## src/hdl/dmd_cfg.svh

```systemverilog
`ifndef DMD_CFG_SVH
`define DMD_CFG_SVH

// Byte counts of the internal data spaces.
`define DMD_IRAM_BYTES 256
`define DMD_XRAM_SMALL 256
`define DMD_XRAM_LARGE 768

// Bit of an 8-bit internal address that splits lower from upper space.
`define DMD_UPPER_BIT 7

// Cycles spent in each of the address and strobe phases of a bus cycle.
`define DMD_PHASE_CYC 2

// Width of the external-move address and of the phase counter.
`define DMD_ADDR_W 16
`define DMD_CNT_W 4

`endif

```

## src/hdl/dmd_pkg.sv

```systemverilog
package dmd_pkg;

  // How the CPU reaches its operand.
  typedef enum logic [2:0] {
    DMD_K_DIRECT,
    DMD_K_INDIRECT,
    DMD_K_STACK,
    DMD_K_XRI,
    DMD_K_XDPTR
  } dmd_kind_t;

  // Where an access ends up.
  typedef enum logic [1:0] {
    DMD_T_IRAM,
    DMD_T_SFR,
    DMD_T_XRAM,
    DMD_T_XBUS
  } dmd_tgt_t;

  // External bus sequencer states.
  typedef enum logic [1:0] {
    DMD_XB_IDLE,
    DMD_XB_ADDR,
    DMD_XB_STRB,
    DMD_XB_HOLD
  } dmd_xb_st_t;

  // One CPU request.
  typedef struct packed {
    dmd_kind_t kind;
    logic [15:0] addr;
    logic we;
    logic [7:0] wdata;
  } dmd_req_t;

endpackage : dmd_pkg

```

## src/hdl/dmd_top.sv

```systemverilog
// Functional notes
// - Lower 128 bytes at 00-7F reachable by direct and indirect modes.
// - Upper 128 bytes at 80-FF reachable only by indirect mode and stack pushes and pops.
// - Special register space at 80-FF reachable only by direct mode.
// - Above 7F, direct goes to registers, indirect to upper RAM.
// - On-chip xdata RAM of 256 or 768 bytes via external move, bit clear.
// - On-chip xdata RAM occupies lowest external data addresses.
// - With bit clear, index-register moves and pointer moves within on-chip range target on-chip RAM.
// - On-chip xdata access leaves low port and both strobes untouched.
// - High address port shows its output register except while a pointer-move bus cycle drives the pointer high byte.
// - With bit clear, pointer moves above on-chip range run a bus cycle.
// - With bit set, index moves put 8-bit address on low port.
// - With bit set, pointer moves put high byte on high port.
// - With bit set, every external move strobes read or write.
// - Stack pushes and pops reach only the 256-byte internal RAM.

`timescale 1ns/1ps
`include "dmd_cfg.svh"
module dmd_top
  import dmd_pkg::*;
#(
  parameter int XRAM_BYTES = `DMD_XRAM_SMALL,
  parameter int PHASE_CYC = `DMD_PHASE_CYC
) (
  // Clock and reset
  input wire logic mclk_i,
  input wire logic rst_n_i,

  // CPU request and answer
  input wire logic req_i,
  input wire dmd_req_t req_data_i,
  output logic ready_o,
  output logic ack_o,
  output logic [7:0] rdata_o,

  // Control
  input wire logic internal_xdata_disable_i,
  input wire logic [7:0] high_port_reg_i,

  // Special register space
  output logic sfr_req_o,
  output logic sfr_we_o,
  output logic [7:0] sfr_addr_o,
  output logic [7:0] sfr_wdata_o,
  input wire logic [7:0] sfr_rdata_i,

  // External bus pins
  input wire logic [7:0] low_port_i,
  output logic [7:0] low_port_o,
  output logic low_port_oe_o,
  output logic [7:0] high_port_o,
  output logic ale_o,
  output logic rd_n_o,
  output logic wr_n_o
);

  localparam int XAW = $clog2(XRAM_BYTES);
  localparam int IAW = $clog2(`DMD_IRAM_BYTES);

  ////////////////////////////////////////////////////////////////////////////
  // Routing of one request.

  function automatic dmd_tgt_t dmd_route(input dmd_kind_t k,
                                         input logic [15:0] a,
                                         input logic xdis);
    dmd_route = DMD_T_IRAM;
    case (k)
      DMD_K_DIRECT: begin
        if (a[`DMD_UPPER_BIT]) begin
          dmd_route = DMD_T_SFR;
        end
      end
      DMD_K_XRI: begin
        dmd_route = xdis ? DMD_T_XBUS : DMD_T_XRAM;
      end
      DMD_K_XDPTR: begin
        if (!xdis && (a < 16'(XRAM_BYTES))) begin
          dmd_route = DMD_T_XRAM;
        end else begin
          dmd_route = DMD_T_XBUS;
        end
      end
      default: dmd_route = DMD_T_IRAM;
    endcase
  endfunction : dmd_route

  logic busy_q, stage_q, ack_q;
  dmd_tgt_t tgt_q;
  logic [7:0] rdata_q, high_q;
  logic sfr_req_q, sfr_we_q;
  logic [7:0] sfr_addr_q, sfr_wdata_q;

  // The route is settled from kind, address and the disable bit in the
  // take cycle, so no strobe can start before the choice is made.
  wire take = req_i && !busy_q;
  wire dmd_tgt_t tgt = dmd_route(req_data_i.kind, req_data_i.addr,
                                 internal_xdata_disable_i);
  wire wide = (req_data_i.kind == DMD_K_XDPTR);
  wire [15:0] xaddr = wide ? req_data_i.addr
                           : {8'h00, req_data_i.addr[7:0]};
  wire iram_en = take && (tgt == DMD_T_IRAM);
  wire xram_en = take && (tgt == DMD_T_XRAM);
  wire xb_start = take && (tgt == DMD_T_XBUS);
  wire [IAW-1:0] iram_addr = req_data_i.addr[IAW-1:0];
  wire [XAW-1:0] xram_addr = xaddr[XAW-1:0];

  logic [7:0] iram_rd, xram_rd, xb_rd;
  logic xb_done, xb_hi_drv;
  logic [7:0] xb_hi;

  ////////////////////////////////////////////////////////////////////////////
  // Storage: lower and upper RAM share one array, indexed by 8 bits.

  dmd_ram #(
    .DEPTH(`DMD_IRAM_BYTES),
    .AW(IAW)
  ) u_iram (
    .mclk_i(mclk_i),
    .rst_n_i(rst_n_i),
    .en_i(iram_en),
    .we_i(req_data_i.we),
    .addr_i(iram_addr),
    .wdata_i(req_data_i.wdata),
    .rdata_o(iram_rd)
  );

  dmd_ram #(
    .DEPTH(XRAM_BYTES),
    .AW(XAW)
  ) u_xram (
    .mclk_i(mclk_i),
    .rst_n_i(rst_n_i),
    .en_i(xram_en),
    .we_i(req_data_i.we),
    .addr_i(xram_addr),
    .wdata_i(req_data_i.wdata),
    .rdata_o(xram_rd)
  );

  ////////////////////////////////////////////////////////////////////////////
  // External bus cycle.

  dmd_xbus #(
    .PHASE_CYC(PHASE_CYC)
  ) u_xbus (
    .mclk_i(mclk_i),
    .rst_n_i(rst_n_i),
    .start_i(xb_start),
    .wide_i(wide),
    .we_i(req_data_i.we),
    .addr_i(xaddr),
    .wdata_i(req_data_i.wdata),
    .done_o(xb_done),
    .rdata_o(xb_rd),
    .low_port_i(low_port_i),
    .low_port_o(low_port_o),
    .low_port_oe_o(low_port_oe_o),
    .hi_drv_o(xb_hi_drv),
    .hi_addr_o(xb_hi),
    .ale_o(ale_o),
    .rd_n_o(rd_n_o),
    .wr_n_o(wr_n_o)
  );

  ////////////////////////////////////////////////////////////////////////////
  // Request tracking and answer.

  // Internal targets answer two cycles after the take; the bus answers
  // one cycle after its sequencer reaches the hold state.
  // Only one access is in flight, which keeps ordering trivial at the cost
  // of throughput on back-to-back internal accesses.
  always_ff @(posedge mclk_i or negedge rst_n_i) begin
    if (!rst_n_i) begin
      busy_q <= 1'b0;
      stage_q <= 1'b0;
      ack_q <= 1'b0;
      tgt_q <= DMD_T_IRAM;
      rdata_q <= 8'h00;
    end else begin
      ack_q <= 1'b0;
      stage_q <= take && (tgt != DMD_T_XBUS);
      if (take) begin
        busy_q <= 1'b1;
        tgt_q <= tgt;
      end
      if (stage_q) begin
        ack_q <= 1'b1;
        busy_q <= 1'b0;
        case (tgt_q)
          DMD_T_SFR: rdata_q <= sfr_rdata_i;
          DMD_T_XRAM: rdata_q <= xram_rd;
          default: rdata_q <= iram_rd;
        endcase
      end else if (xb_done) begin
        ack_q <= 1'b1;
        busy_q <= 1'b0;
        rdata_q <= xb_rd;
      end
    end
  end

  always_ff @(posedge mclk_i or negedge rst_n_i) begin
    if (!rst_n_i) begin
      sfr_req_q <= 1'b0;
      sfr_we_q <= 1'b0;
      sfr_addr_q <= 8'h00;
      sfr_wdata_q <= 8'h00;
      high_q <= 8'h00;
    end else begin
      sfr_req_q <= take && (tgt == DMD_T_SFR);
      if (take) begin
        sfr_we_q <= req_data_i.we;
        sfr_addr_q <= req_data_i.addr[7:0];
        sfr_wdata_q <= req_data_i.wdata;
      end
      high_q <= high_port_reg_i;
    end
  end

  // The pointer's high byte wins only while a wide bus cycle runs.
  assign high_port_o = xb_hi_drv ? xb_hi : high_q;
  assign ready_o = !busy_q;
  assign ack_o = ack_q;
  assign rdata_o = rdata_q;
  assign sfr_req_o = sfr_req_q;
  assign sfr_we_o = sfr_we_q;
  assign sfr_addr_o = sfr_addr_q;
  assign sfr_wdata_o = sfr_wdata_q;
endmodule : dmd_top

```

## src/hdl/dmd_ram.sv

```systemverilog
`timescale 1ns/1ps
module dmd_ram
  import dmd_pkg::*;
#(
  parameter int DEPTH = 256,
  parameter int AW = 8
) (
  // Clock and reset
  input wire logic mclk_i,
  input wire logic rst_n_i,
  // Access port
  input wire logic en_i,
  input wire logic we_i,
  input wire logic [AW-1:0] addr_i,
  input wire logic [7:0] wdata_i,
  output logic [7:0] rdata_o
);

  logic [7:0] mem_q [DEPTH];
  logic [7:0] rdata_q;

  // The array carries no reset so that it maps onto plain RAM cells.
  always_ff @(posedge mclk_i) begin
    if (en_i && we_i) begin
      mem_q[addr_i] <= wdata_i;
    end
  end

  always_ff @(posedge mclk_i or negedge rst_n_i) begin
    if (!rst_n_i) begin
      rdata_q <= 8'h00;
    end else if (en_i && !we_i) begin
      rdata_q <= mem_q[addr_i];
    end
  end

  assign rdata_o = rdata_q;

endmodule : dmd_ram

```

## src/hdl/dmd_xbus.sv

```systemverilog
`timescale 1ns/1ps
`include "dmd_cfg.svh"
module dmd_xbus
  import dmd_pkg::*;
#(
  parameter int PHASE_CYC = `DMD_PHASE_CYC
) (
  // Clock and reset
  input wire logic mclk_i,
  input wire logic rst_n_i,
  // Request from the decoder
  input wire logic start_i,
  input wire logic wide_i,
  input wire logic we_i,
  input wire logic [15:0] addr_i,
  input wire logic [7:0] wdata_i,
  output logic done_o,
  output logic [7:0] rdata_o,
  // Pins
  input wire logic [7:0] low_port_i,
  output logic [7:0] low_port_o,
  output logic low_port_oe_o,
  output logic hi_drv_o,
  output logic [7:0] hi_addr_o,
  output logic ale_o,
  output logic rd_n_o,
  output logic wr_n_o
);

  dmd_xb_st_t st_q;
  logic [`DMD_CNT_W-1:0] cnt_q;
  logic [7:0] sync1_q, sync2_q, lo_q, hi_q, wd_q;
  logic oe_q, ale_q, rd_n_q, wr_n_q, hi_drv_q, we_q;
  wire last = (cnt_q == `DMD_CNT_W'(PHASE_CYC - 1));

  // Two stages before the bus data is used.
  always_ff @(posedge mclk_i or negedge rst_n_i) begin
    if (!rst_n_i) begin
      sync1_q <= 8'h00;
      sync2_q <= 8'h00;
    end else begin
      sync1_q <= low_port_i;
      sync2_q <= sync1_q;
    end
  end

  always_ff @(posedge mclk_i or negedge rst_n_i) begin
    if (!rst_n_i) begin
      st_q <= DMD_XB_IDLE;
      cnt_q <= '0;
      {lo_q, hi_q, wd_q} <= 24'h00_0000;
      {oe_q, ale_q, hi_drv_q, we_q} <= 4'h0;
      rd_n_q <= 1'b1;
      wr_n_q <= 1'b1;
    end else begin
      case (st_q)
        DMD_XB_IDLE: if (start_i) begin
          st_q <= DMD_XB_ADDR;
          cnt_q <= '0;
          ale_q <= 1'b1;
          oe_q <= 1'b1;
          lo_q <= addr_i[7:0];
          hi_q <= addr_i[15:8];
          hi_drv_q <= wide_i;
          we_q <= we_i;
          wd_q <= wdata_i;
        end
        DMD_XB_ADDR: if (last) begin
          st_q <= DMD_XB_STRB;
          cnt_q <= '0;
          ale_q <= 1'b0;
          oe_q <= we_q;
          lo_q <= wd_q;
          rd_n_q <= we_q;
          wr_n_q <= !we_q;
        end else begin
          cnt_q <= cnt_q + 1'b1;
        end
        DMD_XB_STRB: if (last) begin
          st_q <= DMD_XB_HOLD;
          rd_n_q <= 1'b1;
          wr_n_q <= 1'b1;
        end else begin
          cnt_q <= cnt_q + 1'b1;
        end
        DMD_XB_HOLD: begin
          st_q <= DMD_XB_IDLE;
          oe_q <= 1'b0;
          hi_drv_q <= 1'b0;
        end
        default: st_q <= DMD_XB_IDLE;
      endcase
    end
  end

  assign done_o = (st_q == DMD_XB_HOLD);
  // Read data come from the second stage, which at the answer edge holds
  // the pin as it stood in the strobe; PHASE_CYC must be at least 2.
  assign rdata_o = sync2_q;
  assign low_port_o = lo_q;
  assign low_port_oe_o = oe_q;
  assign hi_drv_o = hi_drv_q;
  assign hi_addr_o = hi_q;
  assign ale_o = ale_q;
  assign rd_n_o = rd_n_q;
  assign wr_n_o = wr_n_q;
endmodule : dmd_xbus

```

## config.mk

```make
export PLATFORM = sky130hd
export DESIGN_NAME = dmd_top
export DESIGN_NICKNAME = d
export VERILOG_FILES = /design/src/hdl/dmd_pkg.sv /design/src/hdl/dmd_top.sv /design/src/hdl/dmd_ram.sv /design/src/hdl/dmd_xbus.sv
export VERILOG_INCLUDE_DIRS = /design/src /design/src/hdl
export SDC_FILE = /design/constraint.sdc
export NUM_CORES = 2
export LEC_CHECK = 0
export BUFFER_PORTS_ARGS = -buffer_cell sky130_fd_sc_hd__buf_2
export CORE_UTILIZATION = 30
export CTS_BUF_LIST = sky130_fd_sc_hd__clkbuf_4
export DETAILED_ROUTE_END_ITERATION = 7
export PLACE_DENSITY = 0.4
export SYNTH_ARGS = -nofsm -noshare
export SYNTH_HDL_FRONTEND = slang
export SYNTH_SLANG_ARGS = --single-unit
```

## constraint.sdc

```tcl
create_clock -name mclk_i -period 2.85 [get_ports mclk_i]
set_input_delay 0.285 -clock mclk_i [delete_from_list [all_inputs] [get_ports mclk_i]]
set_output_delay 0.285 -clock mclk_i [all_outputs]
set_load 0.005 [all_outputs]
```

==> results.txt <==
Status - finished with violations
Failing checks - negative setup slack
R2R Path End - u_xram.rdata_o[1]
Layout cells sized above 1 - 43.1%
DR vias - 92225
CTS H-Tree Depth - 7
Tmin final - 3.16 ns
CTS Buffer Depth - 5
Dpl cell area - 188000 µm²
Clock Sink Count - 4203
Average wire per standard cell - 30.0 µm
Netlist cell types - 78
Met2 WL - 269000 µm
First-pass GRT wire length - 777000 µm
Total power - 0.134 W
Top-level port count - 104
Row count - 270
TritonRoute pass-1 iters - 7
R2r worst-path depth - 10
Min Hold Slack - 0.0961 ns
Max IR drop VDD - 436 µV
Total wire length - 562000 µm
Area leader, netlist - edfxtp_1
Syn Std Cell Area - 163000 µm²
Yosys reg bits - 4203
DIE AREA - 546000 µm²
Rel. slew slack - 17.2%
Reg2Reg Setup Slack - -0.26 ns
DIE HEIGHT - 739 µm
Worst setup SP type - input port
Worst Hold Class - input port to register
Required @ worst endpoint - 4.59 ns
Vias in the first global route - 98000
Critical path type - input port to register
Syn Area/Cell - 21.2 µm²
Slew @ Worst Pin - 1.21 ns
Power Density - 654 nW/µm²
Critical R2R Launch - u_xram.mem_q[152][1]
Final instance area - 205000 µm²
Register area share after synthesis - 77.1%
Total global routing track utilization - 20.4%
Post-synth top cells - edfxtp_1, mux4_2, nor2_1
Num CTS Buffers - 1222
Skew-Pair Late Insertion Delay - 1.80 ns
Reg clk slew, reported paths - 0.06 ns
Worst hold start - req_data_i[27]
Worst EP arrival - 4.90 ns
Core Region - 541000 µm²
Met1 wire length - 250000 µm
Synthesis-to-layout area growth - 25.7%
Filler Cell Count - 50132
Hold depth - 8
Die width - 739 µm
Synth Area in Adders - 0.0614%
Post-synth ARST share - 2.55%
Highest Signal Layer - met4
Setup TNS - -5.51 ns
Vias/cell - 4.93
Synth top area share - 75.5%
Largest family of logic cells by synthesized area - multiplexers
Max cap viols - 0
CTS Root Cell - clkbuf_4
Port Buffer Count - 103
Leak pwr - 69.9 nW
Overflow after GRT - 0
Hold EP - u_xbus.hi_drv_o
Initial DRC count - 8353
Detail Route Antenna Nets - 0
Largest net degree at the start of global routing - 157
Post-detail-place hpwl - 372000 µm
Syn nets - 7763
Cell with the most instances after synthesis - edfxtp_1
Post-synthesis simple-gate area fraction - 2.77%
CP endpoint kind - register
Clock Skew - 0.120 ns
NumNets Final - 10732
Fin crit share - 111%
F_max - 0.316 GHz
Final WS setup - -0.310 ns
Dominant cells by area after synthesis - edfxtp_1, mux4_2, mux2i_1
Top FF cell, synth - edfxtp_1
Initial core utilization - 30.1%
Synth Area in XOR/XNOR - 0%
Critical path peak fanout - 15
CTS tree - done
Cells after synthesis - 7699
Mux contribution to synthesized area - 15.8%
Synth warnings - 0
Initial antenna violation count - 50
Placer Congestion - 0.798
RSZ-0062 raised after global routing - true
Post-synth EDFFs - 4096
Complex-gate fraction of the synthesized area - 2.50%
DRC - 0
Final setup violation count - 159
Final slew viol count - 0
Hold Fails Final Rpt - 0
Length of routed met3 wiring - 32000 µm
==> kinds of logic (layout without fill, tap and decap cells) <==
family          count (synthesis)  after routing
flops                        4203           4203
compound gates                592            592
other cells                     0             29
simple gates                 1071           1071
fa+ha+maj                       8              8
mux                          1342           1342
buf+inv                       483           4258
==> metrics by stage <==
stage | util [%] | std cells | setup slack (ns)
final | 37.9 | 18711 | -0.310
after global placement | 34.7 | 16437 | -1.62
after global routing | 37.9 | 18703 | -0.487
after floorplan | - | 7699 | 0.0678
after detailed placement | 34.7 | 16438 | -1.49
after CTS | 37.8 | 18682 | -0.467
==> power breakdown <==
part | leakage, nW | internal (W) | switching (W) | total, W
Clock | 8.75 | 0.0291 | 0.0255 | 0.0546
Combinational | 23.1 | 0.00437 | 0.00610 | 0.0105
Sequential | 38.1 | 0.0683 | 0.000683 | 0.0689
Total | 69.9 | 0.102 | 0.0323 | 0.134
==> per-layer routing <==
metal,vias up,global-route usage (%)
li1,38774,-
met1,49643,28.1
met2,3108,33.0
met3,700,4.24
met4,0,5.36
met5,-,0
==> timing repair <==
action,CTS,global route
pin swaps,7,8
gates resized for setup,27,31
endpoints found under the setup margin,37,4054
endpoints found under the hold margin,8395,2
buffers inserted,9,1
hold buffers,206,1
==> worst max path at each step <==
stage	startpoint	to	slack [ns]	depth (start not counted)
floorplan	req_data_i[19]	u_xram.mem_q[114][0]	0.07	9
detailed placement	req_data_i[9]	u_xram.rdata_o[1]	-1.49	13
global route	u_xbus.hi_drv_o	high_port_o[0]	-0.49	3
CTS	u_xbus.hi_drv_o	high_port_o[3]	-0.47	3
global placement	req_data_i[9]	u_iram.rdata_o[5]	-1.62	11
finish	req_data_i[14]	u_iram.rdata_o[5]	-0.31	13
==> cell type report <==
| type | instances | area (µm²) | area share, % |
|---|---|---|---|
| Sequential cell | 4203 | 126000 | 61.3 |
| Multi-Input combinational cell | 3013 | 34900 | 17.0 |
| Timing Repair Buffer | 2215 | 20600 | 10.0 |
| Clock buffer | 1762 | 13200 | 6.46 |
| Tap cell | 7208 | 9020 | 4.40 |
| Clock inverter | 268 | 1320 | 0.644 |
| Antenna cell | 29 | 72.6 | 0.0354 |
| Inverter | 13 | 58.8 | 0.0287 |
==> state kept, by name (all words and copies together) (netlist names), 2 cells and up <==
signal	flops
u_iram.mem_q	2048
u_xram.mem_q	2048
high_q	8
rdata_o	8
sfr_addr_o	8
sfr_wdata_o	8
u_iram.rdata_o	8
u_xbus.hi_addr_o	8
u_xbus.low_port_o	8
u_xbus.rdata_o	8
u_xbus.sync1_q	8
u_xbus.wd_q	8
u_xram.rdata_o	8
u_xbus.cnt_q	4
tgt_q	2
u_xbus.st_q	2
==> critical path, stage by stage <==
cell,delay (ns)
dlygate4sd3_1,0.56
buf_4,0.19
dlygate4sd3_1,0.70
buf_12,0.20
buf_12,0.15
and2_4,0.29
buf_12,0.23
buf_4,0.19
a32oi_1,0.36
nand3_1,0.52
a41oi_1,0.78
buf_4,0.22
o22a_1,0.11
==> cell usage in the layout, fill, tap and decap left out, types with 28 or more instances in the layout <==
| master | instances |
|---|---|
| dlygate4sd3_1 | 194 |
| a21oi_1 | 82 |
| buf_12 | 268 |
| a32oi_1 | 37 |
| mux2i_1 | 328 |
| edfxtp_1 | 4096 |
| nand3_1 | 55 |
| a221oi_1 | 36 |
| buf_4 | 1639 |
| buf_2 | 79 |
| mux4_2 | 988 |
| nand2_1 | 255 |
| nor2_1 | 573 |
| o22ai_1 | 112 |
| dfrtp_1 | 104 |
| a211oi_1 | 28 |
| a22oi_1 | 92 |
| clkinv_1 | 225 |
| clkbuf_4 | 1762 |
| diode_2 | 29 |
| o21ai_0 | 78 |
Power figures use the tool's default switching activity.
